$ cat src/hw/srsm_defs.svh
`ifndef SRSM_DEFS_SVH
`define SRSM_DEFS_SVH
// Timing figures, in their own units
`define SRSM_CLK_KHZ 125000
`define SRSM_DEB_US 1000
`define SRSM_SETTLE_MS 10
`define SRSM_ON_DELAY_MS 40
`define SRSM_BLINK_HALF_MS 250
// Synchronised input vector layout
`define SRSM_NIN 12
`define SRSM_IX_CH1 0
`define SRSM_IX_CH2 1
`define SRSM_IX_START 2
`define SRSM_IX_FB 3
`define SRSM_IX_CSHORT 4
`define SRSM_IX_TERM 5
`define SRSM_IX_INTF 6
`define SRSM_IX_UV 7
`define SRSM_IX_XSHORT 8
`define SRSM_IX_MODE_LO 9
`define SRSM_IX_MODE_HI 11
// Selector positions
`define SRSM_MODE_VERT 3'h0
`define SRSM_MODE_AUTO 3'h1
`define SRSM_MODE_MANUAL 3'h2
`define SRSM_MODE_RISE 3'h3
`define SRSM_MODE_FALL 3'h4
// Register port
`define SRSM_ADR_CTRL 2'h0
`define SRSM_ADR_STATUS 2'h1
`define SRSM_ADR_STATE 2'h2
`define SRSM_CTRL_RST 8'h00
`define SRSM_CTRL_FORCE_OFF 0
`endif

$ cat src/hw/srsm_pkg.sv
package srsm_pkg;
   typedef enum logic [2:0] {
      ST_WAIT,
      ST_ARMED,
      ST_PRESSED,
      ST_DELAY,
      ST_ON
   } srsm_state_t;

   typedef struct packed {
      logic blk2;
      logic blk1;
      logic vert;
      logic mode;
      logic conn;
      logic intf;
      logic term;
      logic shrt;
   } srsm_err_t;

   typedef struct packed {
      logic power;
      logic ch1;
      logic ch2;
      logic out;
      logic rst;
      logic fault;
   } srsm_led_t;
endpackage

$ cat src/hw/srsm_top.sv
`include "srsm_defs.svh"

module srsm_top #(
   parameter int DEB_CYC = (`SRSM_DEB_US * `SRSM_CLK_KHZ + 999) / 1000,
   parameter int SETTLE_CYC = `SRSM_SETTLE_MS * `SRSM_CLK_KHZ,
   parameter int ON_CYC = `SRSM_ON_DELAY_MS * `SRSM_CLK_KHZ,
   parameter int BLINK_CYC = `SRSM_BLINK_HALF_MS * `SRSM_CLK_KHZ
) (
   input wire logic clk_i,
   input wire logic rst_n_i,
   input wire logic first_input_channel_i,
   input wire logic second_input_channel_i,
   input wire logic start_reset_input_i,
   input wire logic feedback_i,
   input wire logic contact_short_i,
   input wire logic terminator_i,
   input wire logic internal_fault_i,
   input wire logic undervolt_i,
   input wire logic channel_short_i,
   input wire logic [2:0] mode_i,
   input wire logic [1:0] addr_i,
   input wire logic [7:0] wdata_i,
   input wire logic wr_i,
   input wire logic rd_i,
   output logic [7:0] rdata_o,
   output logic relay_o,
   output logic aux_status_output_o,
   output logic led_power_o,
   output logic first_channel_indicator_o,
   output logic second_channel_indicator_o,
   output logic led_output_o,
   output logic led_reset_o,
   output logic led_fault_o
);

   logic [`SRSM_NIN-1:0] pin_vec;
   logic [`SRSM_NIN-1:0] db;
   logic ch1;
   logic ch2;
   logic start;
   logic start_prev;
   logic start_rise;
   logic [2:0] mode_now;
   logic [2:0] mode_cfg;
   logic [31:0] settle_cnt;
   logic cfg_done;
   logic [31:0] delay_cnt;
   logic [31:0] blink_cnt;
   logic blink;
   logic [7:0] ctrl;
   logic both_open;
   logic ch1_prev;
   logic ch2_prev;
   logic latched;
   logic permit;
   logic in_closed;
   logic ok;
   srsm_pkg::srsm_err_t err;
   srsm_pkg::srsm_led_t next_led;
   srsm_pkg::srsm_state_t state;
   srsm_pkg::srsm_state_t next_state;

   assign pin_vec = {mode_i, channel_short_i, undervolt_i, internal_fault_i,
                     terminator_i, contact_short_i, feedback_i,
                     start_reset_input_i, second_input_channel_i,
                     first_input_channel_i};

   // Three-stage sync, then a hold time before a new level is believed
   genvar gi;
   generate
      for (gi = 0; gi < `SRSM_NIN; gi++) begin : g_in
         logic s1;
         logic s2;
         logic s3;
         logic q;
         logic [31:0] cnt;
         always_ff @(posedge clk_i or negedge rst_n_i) begin
            if (!rst_n_i) begin
               s1 <= 1'b0;
               s2 <= 1'b0;
               s3 <= 1'b0;
            end else begin
               s1 <= pin_vec[gi];
               s2 <= s1;
               s3 <= s2;
            end
         end
         always_ff @(posedge clk_i or negedge rst_n_i) begin
            if (!rst_n_i) begin
               q <= 1'b0;
               cnt <= 32'h0;
            end else if (s2 != s3 || s3 == q) begin
               cnt <= 32'h0;
            end else if (cnt >= DEB_CYC - 1) begin
               q <= s3;
               cnt <= 32'h0;
            end else begin
               cnt <= cnt + 32'h1;
            end
         end
         assign db[gi] = q;
      end
   endgenerate

   assign ch1 = db[`SRSM_IX_CH1];
   assign ch2 = db[`SRSM_IX_CH2];
   assign start = db[`SRSM_IX_START];
   assign mode_now = db[`SRSM_IX_MODE_HI:`SRSM_IX_MODE_LO];
   assign start_rise = start & ~start_prev;

   // Selector is read once the inputs have settled after power-up
   always_ff @(posedge clk_i or negedge rst_n_i) begin
      if (!rst_n_i) begin
         settle_cnt <= 32'h0;
         cfg_done <= 1'b0;
         mode_cfg <= `SRSM_MODE_VERT;
      end else if (!cfg_done) begin
         if (settle_cnt >= SETTLE_CYC - 1) begin
            cfg_done <= 1'b1;
            mode_cfg <= mode_now;
         end else begin
            settle_cnt <= settle_cnt + 32'h1;
         end
      end
   end

   // Only a power cycle, seen as reset, clears these, except blk1 and blk2, cleared when both channels close after both opened
   always_ff @(posedge clk_i or negedge rst_n_i) begin
      if (!rst_n_i) begin
         err.shrt <= 1'b0;
         err.term <= 1'b0;
         err.intf <= 1'b0;
         err.conn <= 1'b0;
         err.mode <= 1'b0;
         err.vert <= 1'b0;
         err.blk1 <= 1'b0;
         err.blk2 <= 1'b0;
         ch1_prev <= 1'b0;
         ch2_prev <= 1'b0;
         both_open <= 1'b0;
      end else if (cfg_done) begin
         if (db[`SRSM_IX_CSHORT]) begin
            err.shrt <= 1'b1;
         end
         if (!db[`SRSM_IX_TERM]) begin
            err.term <= 1'b1;
         end
         if (db[`SRSM_IX_INTF]) begin
            err.intf <= 1'b1;
         end
         if (db[`SRSM_IX_XSHORT]) begin
            err.conn <= 1'b1;
         end
         if (mode_cfg > `SRSM_MODE_FALL || mode_now != mode_cfg) begin
            err.mode <= 1'b1;
         end
         if (mode_cfg == `SRSM_MODE_VERT) begin
            err.vert <= 1'b1;
         end
         // Simultaneity watch: a lone channel reclosing blocks start-up
         ch1_prev <= ch1;
         ch2_prev <= ch2;
         if (!ch1 && !ch2) begin
            both_open <= 1'b1;
         end else if (ch1 && ch2 && both_open) begin
            both_open <= 1'b0;
            err.blk1 <= 1'b0;
            err.blk2 <= 1'b0;
         end
         if (ch1 && !ch1_prev && ch2 && ch2_prev && !both_open) begin
            err.blk1 <= 1'b1;
         end
         if (ch2 && !ch2_prev && ch1 && ch1_prev && !both_open) begin
            err.blk2 <= 1'b1;
         end
      end
   end

   assign latched = err.shrt | err.term | err.intf | err.conn | err.mode | err.vert;
   assign permit = cfg_done & ~latched & ~err.blk1 & ~err.blk2
                   & ~db[`SRSM_IX_UV] & ~ctrl[`SRSM_CTRL_FORCE_OFF];
   assign in_closed = ch1 & ch2;
   assign ok = permit & in_closed;

   always_ff @(posedge clk_i or negedge rst_n_i) begin
      if (!rst_n_i) begin
         start_prev <= 1'b0;
      end else begin
         start_prev <= start;
      end
   end

   always_comb begin
      next_state = state;
      case (state)
         srsm_pkg::ST_WAIT: begin
            // Released contacts must be seen before any new start
            if (ok && db[`SRSM_IX_FB]) begin
               if (mode_cfg == `SRSM_MODE_AUTO) begin
                  next_state = srsm_pkg::ST_DELAY;
               end else begin
                  next_state = srsm_pkg::ST_ARMED;
               end
            end
         end
         srsm_pkg::ST_ARMED: begin
            if (!ok) begin
               next_state = srsm_pkg::ST_WAIT;
            end else if (mode_cfg == `SRSM_MODE_MANUAL && start) begin
               next_state = srsm_pkg::ST_DELAY;
            end else if (mode_cfg == `SRSM_MODE_RISE && start_rise) begin
               next_state = srsm_pkg::ST_DELAY;
            end else if (mode_cfg == `SRSM_MODE_FALL && start) begin
               next_state = srsm_pkg::ST_PRESSED;
            end
         end
         srsm_pkg::ST_PRESSED: begin
            if (!ok) begin
               next_state = srsm_pkg::ST_WAIT;
            end else if (!start) begin
               next_state = srsm_pkg::ST_DELAY;
            end
         end
         srsm_pkg::ST_DELAY: begin
            if (!ok) begin
               next_state = srsm_pkg::ST_WAIT;
            end else if (delay_cnt >= ON_CYC - 1) begin
               next_state = srsm_pkg::ST_ON;
            end
         end
         srsm_pkg::ST_ON: begin
            if (!ok) begin
               next_state = srsm_pkg::ST_WAIT;
            end
         end
         default: begin
            next_state = srsm_pkg::ST_WAIT;
         end
      endcase
   end

   always_ff @(posedge clk_i or negedge rst_n_i) begin
      if (!rst_n_i) begin
         state <= srsm_pkg::ST_WAIT;
      end else begin
         state <= next_state;
      end
   end

   always_ff @(posedge clk_i or negedge rst_n_i) begin
      if (!rst_n_i) begin
         delay_cnt <= 32'h0;
      end else if (state == srsm_pkg::ST_DELAY) begin
         delay_cnt <= delay_cnt + 32'h1;
      end else begin
         delay_cnt <= 32'h0;
      end
   end

   // Registered from next_state so contacts change in step with the state and drop with ok
   always_ff @(posedge clk_i or negedge rst_n_i) begin
      if (!rst_n_i) begin
         relay_o <= 1'b0;
         aux_status_output_o <= 1'b0;
      end else begin
         relay_o <= (next_state == srsm_pkg::ST_ON);
         aux_status_output_o <= (next_state == srsm_pkg::ST_ON);
      end
   end

   // Free-running so all blinking indicators share one phase, except ch2, which blinks inverted on a cross short
   always_ff @(posedge clk_i or negedge rst_n_i) begin
      if (!rst_n_i) begin
         blink_cnt <= 32'h0;
         blink <= 1'b0;
      end else if (blink_cnt >= BLINK_CYC - 1) begin
         blink_cnt <= 32'h0;
         blink <= ~blink;
      end else begin
         blink_cnt <= blink_cnt + 32'h1;
      end
   end

   always_comb begin
      next_led = '0;
      // Each indicator is built on its own so errors and status overlap
      if (!err.shrt) begin
         next_led.power = db[`SRSM_IX_UV] ? blink : 1'b1;
         if (err.conn) begin
            next_led.ch1 = blink;
            next_led.ch2 = ~blink;
         end else begin
            next_led.ch1 = err.blk1 ? blink : ch1;
            next_led.ch2 = err.blk2 ? blink : ch2;
         end
         next_led.out = (next_state == srsm_pkg::ST_ON);
         next_led.rst = start;
         if (err.term || err.intf) begin
            next_led.fault = 1'b1;
         end else if (err.conn || err.mode || err.vert || err.blk1 || err.blk2) begin
            next_led.fault = blink;
         end
      end
   end

   always_ff @(posedge clk_i or negedge rst_n_i) begin
      if (!rst_n_i) begin
         led_power_o <= 1'b0;
         first_channel_indicator_o <= 1'b0;
         second_channel_indicator_o <= 1'b0;
         led_output_o <= 1'b0;
         led_reset_o <= 1'b0;
         led_fault_o <= 1'b0;
      end else begin
         led_power_o <= next_led.power;
         first_channel_indicator_o <= next_led.ch1;
         second_channel_indicator_o <= next_led.ch2;
         led_output_o <= next_led.out;
         led_reset_o <= next_led.rst;
         led_fault_o <= next_led.fault;
      end
   end

   // Software can only force the contacts open, never close them
   always_ff @(posedge clk_i or negedge rst_n_i) begin
      if (!rst_n_i) begin
         ctrl <= `SRSM_CTRL_RST;
      end else if (wr_i && addr_i == `SRSM_ADR_CTRL) begin
         ctrl <= {7'h00, wdata_i[`SRSM_CTRL_FORCE_OFF]};
      end
   end

   always_ff @(posedge clk_i or negedge rst_n_i) begin
      if (!rst_n_i) begin
         rdata_o <= 8'h00;
      end else if (rd_i) begin
         case (addr_i)
            `SRSM_ADR_CTRL: begin
               rdata_o <= ctrl;
            end
            `SRSM_ADR_STATUS: begin
               rdata_o <= err;
            end
            `SRSM_ADR_STATE: begin
               rdata_o <= {relay_o, db[`SRSM_IX_UV], cfg_done, 2'h0, mode_cfg};
            end
            default: begin
               rdata_o <= 8'h00;
            end
         endcase
      end else begin
         rdata_o <= 8'h00;
      end
   end

endmodule

$ cat config.mk
export PLATFORM = sky130hd
export DESIGN_NAME = srsm_top
export DESIGN_NICKNAME = d
export VERILOG_FILES = /design/src/hw/srsm_pkg.sv /design/src/hw/srsm_top.sv
export VERILOG_INCLUDE_DIRS = /design/src /design/src/hw
export SDC_FILE = /design/constraint.sdc
export NUM_CORES = 1
export LEC_CHECK = 0
export BUFFER_PORTS_ARGS = -buffer_cell sky130_fd_sc_hd__buf_2
export CORE_AREA = 8 8 181 226
export DETAILED_ROUTE_END_ITERATION = 8
export DIE_AREA = 0 0 189 234
export PLACE_DENSITY = 0.85
export SLEW_MARGIN = 20
export SYNTH_ARGS = -nofsm -noshare
export SYNTH_HDL_FRONTEND = slang
export SYNTH_SLANG_ARGS = --single-unit
$ cat constraint.sdc
create_clock -name clk_i -period 2.6 [get_ports clk_i]
set_clock_uncertainty 0.1 [all_clocks]
set_input_delay 0.13 -clock clk_i [delete_from_list [all_inputs] [get_ports clk_i]]
set_output_delay 0.13 -clock clk_i [all_outputs]
set_load 0.1 [all_outputs]
# Yosys cells after proc, flatten, opt, wreduce, memory -nomap -nowiden
# Cells that the tools add are included.
totals:
  register_bits: 564
  output_inout_bits: 16
  word_cells: 315
classes:
  n_addsub: 15
  order_cmp: 16
  n_eq_ne: 38
  muxes: 55
  bitwise: 35
  reduce_logical: 68
op_table:
  columns: ["cell", "n"]
  rows:
  - ["two-way mux 32 bit", 26]
  - ["adder 32 x 1 -> 32 bit (second input constant)", 15]
  - [">= comparator 32 x 17 -> 1 bit (second input constant)", 12]
  - ["AND reduction 2 bit", 21]
  - [">= comparator 32 x 21 -> 1 bit (second input constant)", 1]
  - [">= comparator 32 x 23 -> 1 bit (second input constant)", 1]
  - [">= comparator 32 x 25 -> 1 bit (second input constant)", 1]
  - ["two-way mux 3 bit", 10]
  - ["case mux 8 bit (3 select lines)", 1]
  - ["NOT 1 bit", 22]
  - ["logical OR 1 bit", 18]
  - ["logical AND 1 bit", 16]
  - ["case mux 3 bit (5 select lines)", 1]
  - ["== test 1 bit", 12]
  - ["== test 3 x 2 -> 1 bit (second input constant)", 4]
  - ["!= test 1 bit", 12]
  - ["two-way mux 1 bit", 11]
  - ["== test 3 bit (second input constant)", 3]
  - ["AND 1 bit", 8]
  - ["two-way mux 2 bit", 4]
  - ["two-way mux 8 bit", 1]
  - ["== test 3 x 1 -> 1 bit (second input constant)", 2]
  - ["zero test 3 bit", 2]
  - ["two-way mux 6 bit", 1]
  - ["other kinds (10)", 22]

# Logic depth before layout (Yosys ltp)
# Gate-level depths: netlist (run 1).
logic_depth:
  depth_word: 17
  mapped_depth: 9
  depth_no_buf: 7

# Least setup slack after synthesis (run 1)
# OpenSTA, ideal clock, no wires.
synth_path:
  kind: "register -> register"
  startpoint: "reg g_in[9].cnt[0]"
  endpoint: "reg g_in[9].cnt[11]"
  setup_time_ns: 0.072
  arrival_time_ns: 2.008
  path_slack_ns: 0.419
  stages_incl_launch_ff: 9
  cell_sequence: "dfrtp_1 -> ha_1 -> a211o_1 -> o21ai_0 -> a21oi_1 -> or3_1 -> clkbuf_1 -> clkbuf_1 -> nor2_1"
synth_between:
  elab_chain_cells: 3
synth_rtl:
  columns: ["element", "line", "rtl"]
  rows:
  - ["start, declared", "srsm_top.sv:76", "logic [31:0] cnt;"]
  - ["start signal, assigned", "srsm_top.sv:98", "cnt <= cnt + 32'h1;"]
  - ["adder 32 x 1 -> 32 bit / >= comparator 32 x 17 -> 1 bit (equally long branches)", "srsm_top.sv:98, srsm_top.sv:94", null]
  - ["two-way mux 32 bit *", "srsm_top.sv:94", "end else if (cnt >= DEB_CYC - 1) begin"]
  - ["two-way mux 32 bit *", "srsm_top.sv:92", "end else if (s2 != s3 || s3 == q) begin"]
# Every way passes the cells marked *; elsewhere a longest branch is shown, timed or not.
# A chain may end at the register's enable or synchronous reset.

# Worst setup path after layout (run 1)
layout_path:
  startpoint: "reg g_in[9].cnt[0]"
  endpoint: "reg g_in[9].cnt[12]"
# The elaborated chain is that of the path after synthesis.

==> metrics.yaml, run 1 <==
status: "finished, final reports clean"
ant_nets: 0
maxCapViolations: 0
hold_viol: 0
power.leakage_nw: 11.18
cts_root_buf: "clkbuf_16"
coreArea_um2: 37540
ys_top_cells_by_area: "dfrtp_1 64%, nor2_1 5.9%, xor2_1 5.3%, xnor2_1 3.8%, nand3_1 2.7%"
synth-compound-area-share_pct: 5.010
drive_above_1_share_pct: 7.196
hp-class: "input pin to asynchronous set/reset pin"
ios: 42
wirelength_um: 40890
clk_latency_ns: 0.56
synth_area_leader_cell: "dfrtp_1"
worst-path-max-fanout: 17
muxShareOfSynthArea_pct: 0.3980
crit_chain: "ha_1, a211o_1, o21ai_0, a21oi_1, or3_1, a21oi_1"
irDropWorstVdd_mv: 0.4867
async_flop_share_pct: 100.0
grt_overflow: 0
ys_top_cells_by_count: "564 x dfrtp_1, 347 x nor2_1, 133 x xor2_1"
period_needed_ns: 2.405
num_vias: 14720
switchingPower_w: 0.003673
crit_type: "flip-flop to flip-flop"
cp.arrival_ns: 2.78
grtUsageTotal_pct: 19.03
setup_viol: 0
synth_top_area_share_pct: 64.14
final_cells: 2757
worst_pin_slew_ns: 0.8095
synth-edff-count: 0
antenna_found_initial: 0
fin_area_um2: 25520
met3_length_um: 1462
rows: 80
rsz0062_at_grt: "no"
yosys.area_share.simple_pct: 18.86
slew-limit-headroom_pct: 46.03
synth_xor_area_share_pct: 9.075
area_delta_synth_final_pct: 15.98
cts_htree_levels: 2
finalSetupTns_ns: 0
ys_seq_area_share_pct: 64.14
grt_pass1_wl_um: 71010
power_frac_comb_pct: 2.7
synth_cell_type_count: 56
r2r-start: "g_in[9].cnt[0]$_DFF_PN0_"
floorplan.initialDensity_pct: 58.62
routedWlPerCell_um: 14.83
seqPwrFrac_pct: 52.0
maxSlewViolCount: 0
n_antenna_cell: 0
clk_pin_slew_ns: 0.07
drt-met1-wl_um: 16380
crit_path_start: "g_in[9].cnt[0]$_DFF_PN0_"
dieArea_um2: 44230
numCtsBuffers: 51
netlist_area_um2: 22000
critPathMaxStageDelay_ns: 0.63
grt_max_degree: 91
p_per_area_nw_per_um2: 687.4
internal_power_w: 0.01387
cts_tree: "built"
power.total_w: 0.01754
top_layer_used: "met4"
portBuffers: 34
die_h_um: 234
synth.avg_cell_area_um2: 11.24
yosys_warnings: 0
p_clk_share_pct: 45.3
max_freq_mhz: 415.8
synth_top_family_by_area: "simple AND/OR/NAND/NOR gates"
slowest_stage: "or3_1"
nets: 2264
crit_path_frequent_cell: "a21oi_1"
finalCritPeriodShare_pct: 92.49
cts_resized: 0
synth_fa_ha_area_share_pct: 0.8530
placed_area_um2: 23520
drt_iter0_markers: 911
critPathCaptureType: "flip-flop"
r2r_slack_ns: 0.20
synth.most_common_cell: "dfrtp_1"
cp.required_ns: 2.97
wl_met2_um: 22070
clock_path_buffers: 3
synthFlopType: "dfrtp_1"
start_kind: "flip-flop"
cp_top_family: "compound AO/OA/AOI/OAI gates"
hpwl_um: 26000
place_inst: 2642
drtPass1Iterations: 5
synth-seq-cells: 564
place.gp.congestion: 0.8220
die_x_um: 189
fin_util_pct: 67.99
first_global_vias: 15470
switching_share_pct: 20.94
path_buf_inv: 0
drc_errors: 0
cts.sink_count: 564
routed_via_density: 5.339
syn_inst: 1958
-- logic make-up (layout without fill, tap and decap cells) --
group / after synthesis / in the layout
AO/OA/AOI/OAI: 180 / 180
XOR/XNOR: 228 / 228
adder cells (fa/ha/maj): 15 / 15
buffers and inverters: 90 / 211
flip-flops: 564 / 564
multiplexers: 8 / 8
other: 1 / 187
AND/OR/NAND/NOR: 872 / 872
-- cells in the final DEF, fill, tap and decap left out, types with 11 or more instances in the layout --
| cell | Yosys | routed |
|---|---|---|
| dfrtp_1 | 564 | 564 |
| nor2_1 | 347 | 347 |
| conb_1 | 1 | 187 |
| xor2_1 | 133 | 133 |
| nand2_1 | 131 | 131 |
| nand3_1 | 118 | 118 |
| xnor2_1 | 95 | 95 |
| nor4_1 | 55 | 55 |
| a21oi_1 | 55 | 55 |
| and3_1 | 54 | 54 |
| clkbuf_16 | 0 | 53 |
| o21ai_0 | 47 | 47 |
| inv_1 | 43 | 43 |
| nand4_1 | 43 | 43 |
| nor3_1 | 35 | 35 |
| buf_2 | 1 | 33 |
| or3_1 | 29 | 29 |
| a31oi_1 | 20 | 20 |
| dlygate4sd3_1 | 0 | 20 |
| ha_1 | 15 | 15 |
| clkinv_2 | 0 | 14 |
| buf_4 | 1 | 13 |
| nor2b_1 | 12 | 12 |
| a21o_1 | 11 | 11 |
-- flip-flops by register name, summed over array words and instances, names as in the netlist, 3 cells and up --
register and cells:
rdata_o 8, err 8, blink_cnt 32, g_in.s1 12, state 3, g_in.q 10
g_in.s3 12, g_in.cnt 384, g_in.s2 12, settle_cnt 32, delay_cnt 32, mode_cfg 3
-- area by class of cell --
cell class                      count  area, um2
Clock inverter                     25      334.1
Fill cell                        2553      12020
Inverter                           43      161.4
Multi-Input combinational cell   1490       8227
Clock buffer                       70       1470
Tap cell                          492      615.6
Timing Repair Buffer               73      598.1
Sequential cell                   564      14110
-- worst reg2reg max path, cell delays in order, from the launching register on --
cell and delay [ns]:
dfrtp_1 0.43, ha_1 0.29, a211o_1 0.30, o21ai_0 0.20
a21oi_1 0.13, or3_1 0.63, a21oi_1 0.25
-- routing by layer --
layer  track usage, %  up-vias
met5                0        -
met1            22.22     7384
met2            35.32      254
met4            6.336        0
li1                 -     6996
met3            3.020       86
-- power groups by stage --
stage | registers (W) | logic [W] | clock network (W)
floorplan | 0.00929 | 0.000118 | 0
global placement | 0.00925 | 0.000427 | 0
detailed placement | 0.00927 | 0.000443 | 0
CTS | 0.00911 | 0.000472 | 0.00812
global route | 0.00913 | 0.000545 | 0.00847
finish | 0.00911 | 0.000473 | 0.00795
-- timing repair --
item | in CTS | in global routing
hold endpoints to repair | 155 | 0
setup buffers | 0 | 0
hold buffers | 20 | 0
-- metrics by stage --
| stage | hold slack [ns] | setup WS [ns] |
|---|---|---|
| 2_1_floorplan | -0.2656 | 0.4192 |
| 3_3_place_gp | 0.08496 | 0.3140 |
| 3_5_place_dp | 0.09264 | 0.1974 |
| 4_1_cts | 0.07369 | 0.1899 |
| 5_1_grt | 0.09159 | 0.04512 |
| 6_report | 0.08977 | 0.1952 |
-- worst paths after layout --
path                                        endpoint  cells after the start
hold / removal             g_in[8].cnt[20]$_DFF_PN0_                      2
hold reg to reg                 g_in[4].s2$_DFF_PN0_                      0
setup / recovery           g_in[9].cnt[12]$_DFF_PN0_                      6
min in group clk_i              g_in[3].s1$_DFF_PN0_                      2
setup reg to reg           g_in[9].cnt[12]$_DFF_PN0_                      6
max in group asynchronous   g_in[2].cnt[2]$_DFF_PN0_                      3
Power figures use the tool's default switching activity.
==> inputs of run 2 (changes only) <==
--- a/config.mk
+++ b/config.mk
@@ -8,7 +8,8 @@
 export LEC_CHECK = 0
 export BUFFER_PORTS_ARGS = -buffer_cell sky130_fd_sc_hd__buf_2
-export CORE_AREA = 8 8 181 226
+export CORE_AREA = 2 2 175 220
+export CTS_BUF_LIST = sky130_fd_sc_hd__clkbuf_8
 export DETAILED_ROUTE_END_ITERATION = 8
-export DIE_AREA = 0 0 189 234
+export DIE_AREA = 0 0 177 222
 export PLACE_DENSITY = 0.85
 export SLEW_MARGIN = 20
--- a/constraint.sdc
+++ b/constraint.sdc
@@ -3,3 +3,3 @@
 set_input_delay 0.13 -clock clk_i [delete_from_list [all_inputs] [get_ports clk_i]]
 set_output_delay 0.13 -clock clk_i [all_outputs]
-set_load 0.1 [all_outputs]
+set_load 0.01 [all_outputs]
==> metrics.yaml, run 2 (synthesized netlist as in run 1, its figures left out) <==
status: "finished, final reports clean"
finalSetupTns_ns: 0  # unchanged
cp.required_ns: 3.02  # +0.05 ns
cts_root_buf: "clkbuf_8"
clk_pin_slew_ns: 0.07  # about the same
clk_latency_ns: 0.64  # +0.08 ns
crit_type: "flip-flop to flip-flop"
hold_viol: 0  # unchanged
num_vias: 14900  # +1.2%
p_per_area_nw_per_um2: 660.0  # -4.0%
grt_overflow: 0  # unchanged
ant_nets: 0  # unchanged
pre_cts_ws_ns: 0.1579  # -0.03945 ns
maxCapViolations: 0  # unchanged
start_kind: "flip-flop"
rows: 79  # -1.3%
n_antenna_cell: 0  # unchanged
use_met3_pct: 3.841  # +0.82 points
worst-path-max-fanout: 8  # -9
drtPass1Iterations: 6  # +1
clock_path_buffers: 3  # unchanged
drt_iter0_markers: 956  # +4.9%
portBuffers: 34  # unchanged
met1_usage_pct: 25.74  # +3.5 points
cts_tree: "built"
routedWlPerCell_um: 14.22  # -4.2%
finalCritPeriodShare_pct: 94.41  # +1.9 points
coreArea_um2: 37070  # -1.2%
rr_worst_depth: 4  # -2
dieArea_um2: 39290  # -11%
grt-busiest-layer: "met2"
critPathCaptureType: "flip-flop"
n_fill_cell: 2509  # -1.7%
area_delta_synth_final_pct: 16.23
max_flop_register: "g_in.cnt"
die_h_um: 222  # -5.1%
cts_htree_levels: 3  # +1
placed_area_um2: 23520  # unchanged
slowest_stage: "nor3_2"
first_global_vias: 15400  # -0.47%
fin_util_pct: 69.00  # +1.0 points
rsz0062_at_grt: "no"
holdPathStages: 2
die_x_um: 177  # -6.3%
multi_input_area_um2: 8237  # +0.12%
numCtsBuffers: 82  # +61%
period_needed_ns: 2.455  # +0.04993 ns
floorplan.initialDensity_pct: 59.36  # +0.74 points
irDropWorstVdd_mv: 0.3778  # -22%
cts.sink_count: 564  # unchanged
place.gp.congestion: 0.8191  # -0.35%
setup_viol: 0  # unchanged
drc_errors: 0  # unchanged
worst_pin_slew_ns: 0.8517  # +0.04226 ns
max_freq_mhz: 407.4  # -2.0%
crit_chain: "nor4_1, nand4_1, nor3_2, mux2_2"
power.leakage_nw: 11.31  # +1.2%
post_cts_buffers: 0  # unchanged
largest_reg_flops: 384  # unchanged
grtUsageTotal_pct: 21.33  # +2.3 points
power.total_w: 0.01688  # -3.8%
hpwl_um: 25450  # -2.1%
ios: 42  # unchanged
final_common_cell: "dfrtp_1"
maxSlewViolCount: 0  # unchanged
drive_above_1_share_pct: 8.849  # +1.7 points
slew-limit-headroom_pct: 43.22  # -2.8 points
final_cell_mix: "564 x dfrtp_1, 347 x nor2_1, 187 x conb_1"
grt_pass1_wl_um: 69040  # -2.8%
fin_area_um2: 25580  # +0.22%
routed_via_density: 5.294  # -0.85%
register_area_um2: 14110  # unchanged
hp-class: "input pin to flip-flop"
grt_max_degree: 67  # -26%
grt_util_met2_pct: 37.63  # +2.3 points
antenna_found_initial: 0  # unchanged
wirelength_um: 40000  # -2.2%
cp.arrival_ns: 2.87  # +0.09 ns
setup_slack_ns: 0.1453  # -0.04993 ns
nets: 2308  # +1.9%
critPathMaxStageDelay_ns: 0.57  # -0.06 ns
[run 2: cell types whose count changed in the layout (fill, tap and decap cells not counted), sizes merged]
cell / before / now
buf: 53 / 55
clkinv: 15 / 17
clkbuf: 70 / 97
bufinv: 8 / 7
dlygate4sd3: 20 / 31
clkinvlp: 2 / 4
inv: 43 / 63
[run 2: stage by stage]
step                      std cells  hold WS, ns
final                          2814      0.04155
after CTS                      2814  0.000005607
after floorplan                2144      -0.2656
after global placement         2637      0.04721
after global routing           2814      0.03773
after detailed placement       2637      0.05604
[run 2: final timing paths]
kind	startpoint	to	slack, ns
worst max-delay path	settle_cnt[29]$_DFFE_PN0P_	settle_cnt[1]$_DFFE_PN0P_	0.15
worst min-delay path	second_input_channel_i	g_in[1].s1$_DFF_PN0_	0.04
worst max register to register	settle_cnt[29]$_DFFE_PN0P_	settle_cnt[1]$_DFFE_PN0P_	0.15
worst min register to register	g_in[7].s1$_DFF_PN0_	g_in[7].s2$_DFF_PN0_	0.26
max in group asynchronous	rst_n_i	g_in[3].cnt[20]$_DFF_PN0_	0.99
min in group asynchronous	rst_n_i	settle_cnt[10]$_DFFE_PN0P_	0.50
[run 2: repair_timing]
action,4_1_cts,5_1_grt
hold endpoints to repair,507,0
endpoints found under the setup margin,0,7
hold buffers,32,0
gates resized for setup,0,2
[run 2: per-layer routing]
layer / wire length, um / up-vias / share of wire, %
li1: - / 7095 / -
met1: 16360 / 7420 / 41
met2: 21090 / 297 / 53
met3: 1603 / 84 / 4.0
met4: 948 / 0 / 2.4
met5: 0 / - / 0
[run 2: report_power, final]
group | internal [W] | switching (W) | total [W]
Clock | 0.00410 | 0.00325 | 0.00734
Combinational | 0.000133 | 0.000282 | 0.000415
Sequential | 0.00899 | 0.000129 | 0.00912
[run 2: worst max-delay path, delay by kind of cell (launching register included)]
family / cells / cell delay [ns]
mux: 1 / 0.39
simple gates: 3 / 1.45
flops: 1 / 0.40
[run 2: area by class of cell]
type | count | area share [%]
clock buffers | 97 | 5.220
clock inverters | 48 | 1.565
inverters | 43 | 0.6311
multi-input cells | 1490 | 32.20
flip-flops and latches | 564 | 55.18
well taps | 486 | 2.378
repair buffers | 86 | 2.818
==> inputs of run 3 (changes only) <==
Settings changed: PLACE_DENSITY 0.85 to unset, PLACE_DENSITY_LB_ADDON set to 0.1, SLEW_MARGIN 20 to unset.
==> metrics.yaml, run 3 (synthesized netlist as in run 1, its figures left out) <==
wirelength_um: 36840  # -7.9%
grtUsageTotal_pct: 20.04  # -1.3 points
worst-path-max-fanout: 17  # +9
num_vias: 14410  # -3.3%
routedWlPerCell_um: 13.04  # -8.2%
r2r_end: "g_in[9].cnt[10]$_DFF_PN0_"
ios: 42  # unchanged
largest_reg_flops: 384  # unchanged
place.gp.congestion: 0.7946  # -3.0%
clock_path_buffers: 3  # unchanged
drt_iter0_markers: 699  # -27%
die_x_um: 177  # unchanged
rr_worst_depth: 6  # +2
irDropWorstVdd_mv: 0.4893  # +30%
numCtsBuffers: 86  # +4.9%
drive_above_1_share_pct: 9.068  # +0.22 points
final_cell_mix: "564 x dfrtp_1, 347 x nor2_1, 187 x conb_1"
cts_htree_levels: 3  # unchanged
critPathCaptureType: "flip-flop"
clk_latency_ns: 0.63  # about the same
cts_resized: 0  # unchanged
cts.sink_count: 564  # unchanged
period_needed_ns: 2.399  # -0.05606 ns
worst_pin_slew_ns: 0.8406  # -0.01110 ns
cp.required_ns: 3.04  # +0.02 ns
drc_errors: 0  # unchanged
n_antenna_cell: 0  # unchanged
first_global_vias: 14990  # -2.7%
hold_end: "g_in[2].s1$_DFF_PN0_"
slowest_stage: "or3_1"
max_flop_register: "g_in.cnt"
floorplan.initialDensity_pct: 59.36  # unchanged
grt_pass1_wl_um: 65920  # -4.5%
post_cts_buffers: 0  # unchanged
path_buf_inv: 0  # unchanged
n_fill_cell: 2794  # +11%
finalSetupTns_ns: 0  # unchanged
power.total_w: 0.01731  # +2.6%
min_from: "start_reset_input_i"
rows: 79  # unchanged
dieArea_um2: 39290  # unchanged
antenna_found_initial: 0  # unchanged
crit_path_frequent_cell: "a21oi_1"
portBuffers: 34  # unchanged
coreArea_um2: 37070  # unchanged
finalCritPeriodShare_pct: 92.26  # -2.2 points
ant_nets: 0  # unchanged
status: "finished, final reports clean"
drtPass1Iterations: 5  # -1
slew-limit-headroom_pct: 43.96  # +0.74 points
cp.arrival_ns: 2.84  # -0.03 ns
clk_pin_slew_ns: 0.06  # about the same
crit_chain: "ha_1, a211o_1, o21ai_0, a21oi_1, or3_1, a21oi_1"
hpwl_um: 23480  # -7.7%
nets: 2308  # unchanged
hp-class: "input pin to flip-flop"
crit_type: "flip-flop to flip-flop"
power.leakage_nw: 11.40  # +0.78%
setup_viol: 0  # unchanged
cp_top_family: "compound AO/OA/AOI/OAI gates"
hold_viol: 0  # unchanged
r2r_slack_ns: 0.20  # +0.06 ns
maxCapViolations: 0  # unchanged
final_common_cell: "dfrtp_1"
cts_tree: "built"
p_per_area_nw_per_um2: 672.4  # +1.9%
holdPathStages: 2  # unchanged
critPathMaxStageDelay_ns: 0.65  # +0.08 ns
area_delta_synth_final_pct: 17.02
grt_max_degree: 78  # +16%
maxSlewViolCount: 0  # unchanged
max_freq_mhz: 416.9  # +2.3%
start_kind: "flip-flop"
die_h_um: 222  # unchanged
routed_via_density: 5.103  # -3.6%
grt_overflow: 0  # unchanged
r2r-start: "g_in[9].cnt[0]$_DFF_PN0_"
rsz0062_at_grt: "no"
cts_root_buf: "clkbuf_8"
whs_ns: 0.05449  # +0.01294 ns
run 3: changes by cell type in the layout (fill, tap and decap cells not counted), sizes merged:
cell | before | now
bufinv | 7 | 5
clkbuf | 97 | 115
buf | 55 | 51
clkinv | 17 | 12
inv | 63 | 66
run 3: layout make-up:
cell class              count  area, um2  share of cell area, %
flip-flops and latches    564      14110                  54.81
multi-input cells        1490       8227                  31.95
inverters                  43      161.4                 0.6268
clock inverters            44      331.6                  1.288
well taps                 486      608.1                  2.362
repair buffers             82      725.7                  2.818
clock buffers             115       1583                  6.147
run 3: metal layers:
metal  vias to the layer above  track usage, %  routed length [um]
met4                         0           7.838                 695
met2                       190           33.60               18120
met3                        52           3.669                1353
met5                         -               0                   0
li1                       7112               -                   -
met1                      7056           25.88               16670
run 3: report_power, final:
part           internal, W  total [W]  switching, W
Sequential         0.00899    0.00911      0.000116
Clock              0.00446    0.00779       0.00333
Combinational     0.000137   0.000415      0.000278
Total               0.0136     0.0173       0.00372
run 3: worst max-delay path by stage:
stage	start	endpoint	slack (ns)	cells after the start
floorplan	g_in[9].cnt[0]$_DFF_PN0_	g_in[9].cnt[11]$_DFF_PN0_	0.42	8
global placement	g_in[9].cnt[0]$_DFF_PN0_	g_in[9].cnt[10]$_DFF_PN0_	0.29	6
detailed placement	g_in[9].cnt[0]$_DFF_PN0_	g_in[9].cnt[12]$_DFF_PN0_	0.21	6
CTS	g_in[9].cnt[0]$_DFF_PN0_	g_in[9].cnt[10]$_DFF_PN0_	0.21	6
global route	g_in[9].cnt[0]$_DFF_PN0_	g_in[9].cnt[10]$_DFF_PN0_	0.01	6
finish	g_in[9].cnt[0]$_DFF_PN0_	g_in[9].cnt[10]$_DFF_PN0_	0.20	6
run 3: what timing repair did:
item | CTS | global route
endpoints found under the setup margin | 0 | 0
hold buffers | 32 | 0
endpoints found under the hold margin | 585 | 0
run 3: metrics by stage:
| stage | utilization, % | cells | setup WS (ns) | cell area [um2] |
|---|---|---|---|---|
| detailed placement | 63.39 | 2633 | 0.2096 | 23500 |
| finish | 69.47 | 2824 | 0.2013 | 25750 |
| CTS | 69.47 | 2824 | 0.2061 | 25750 |
| floorplan | - | 2144 | 0.4192 | 22700 |
| global route | 69.47 | 2824 | 0.01424 | 25750 |
| global placement | 63.39 | 2633 | 0.2906 | 23500 |
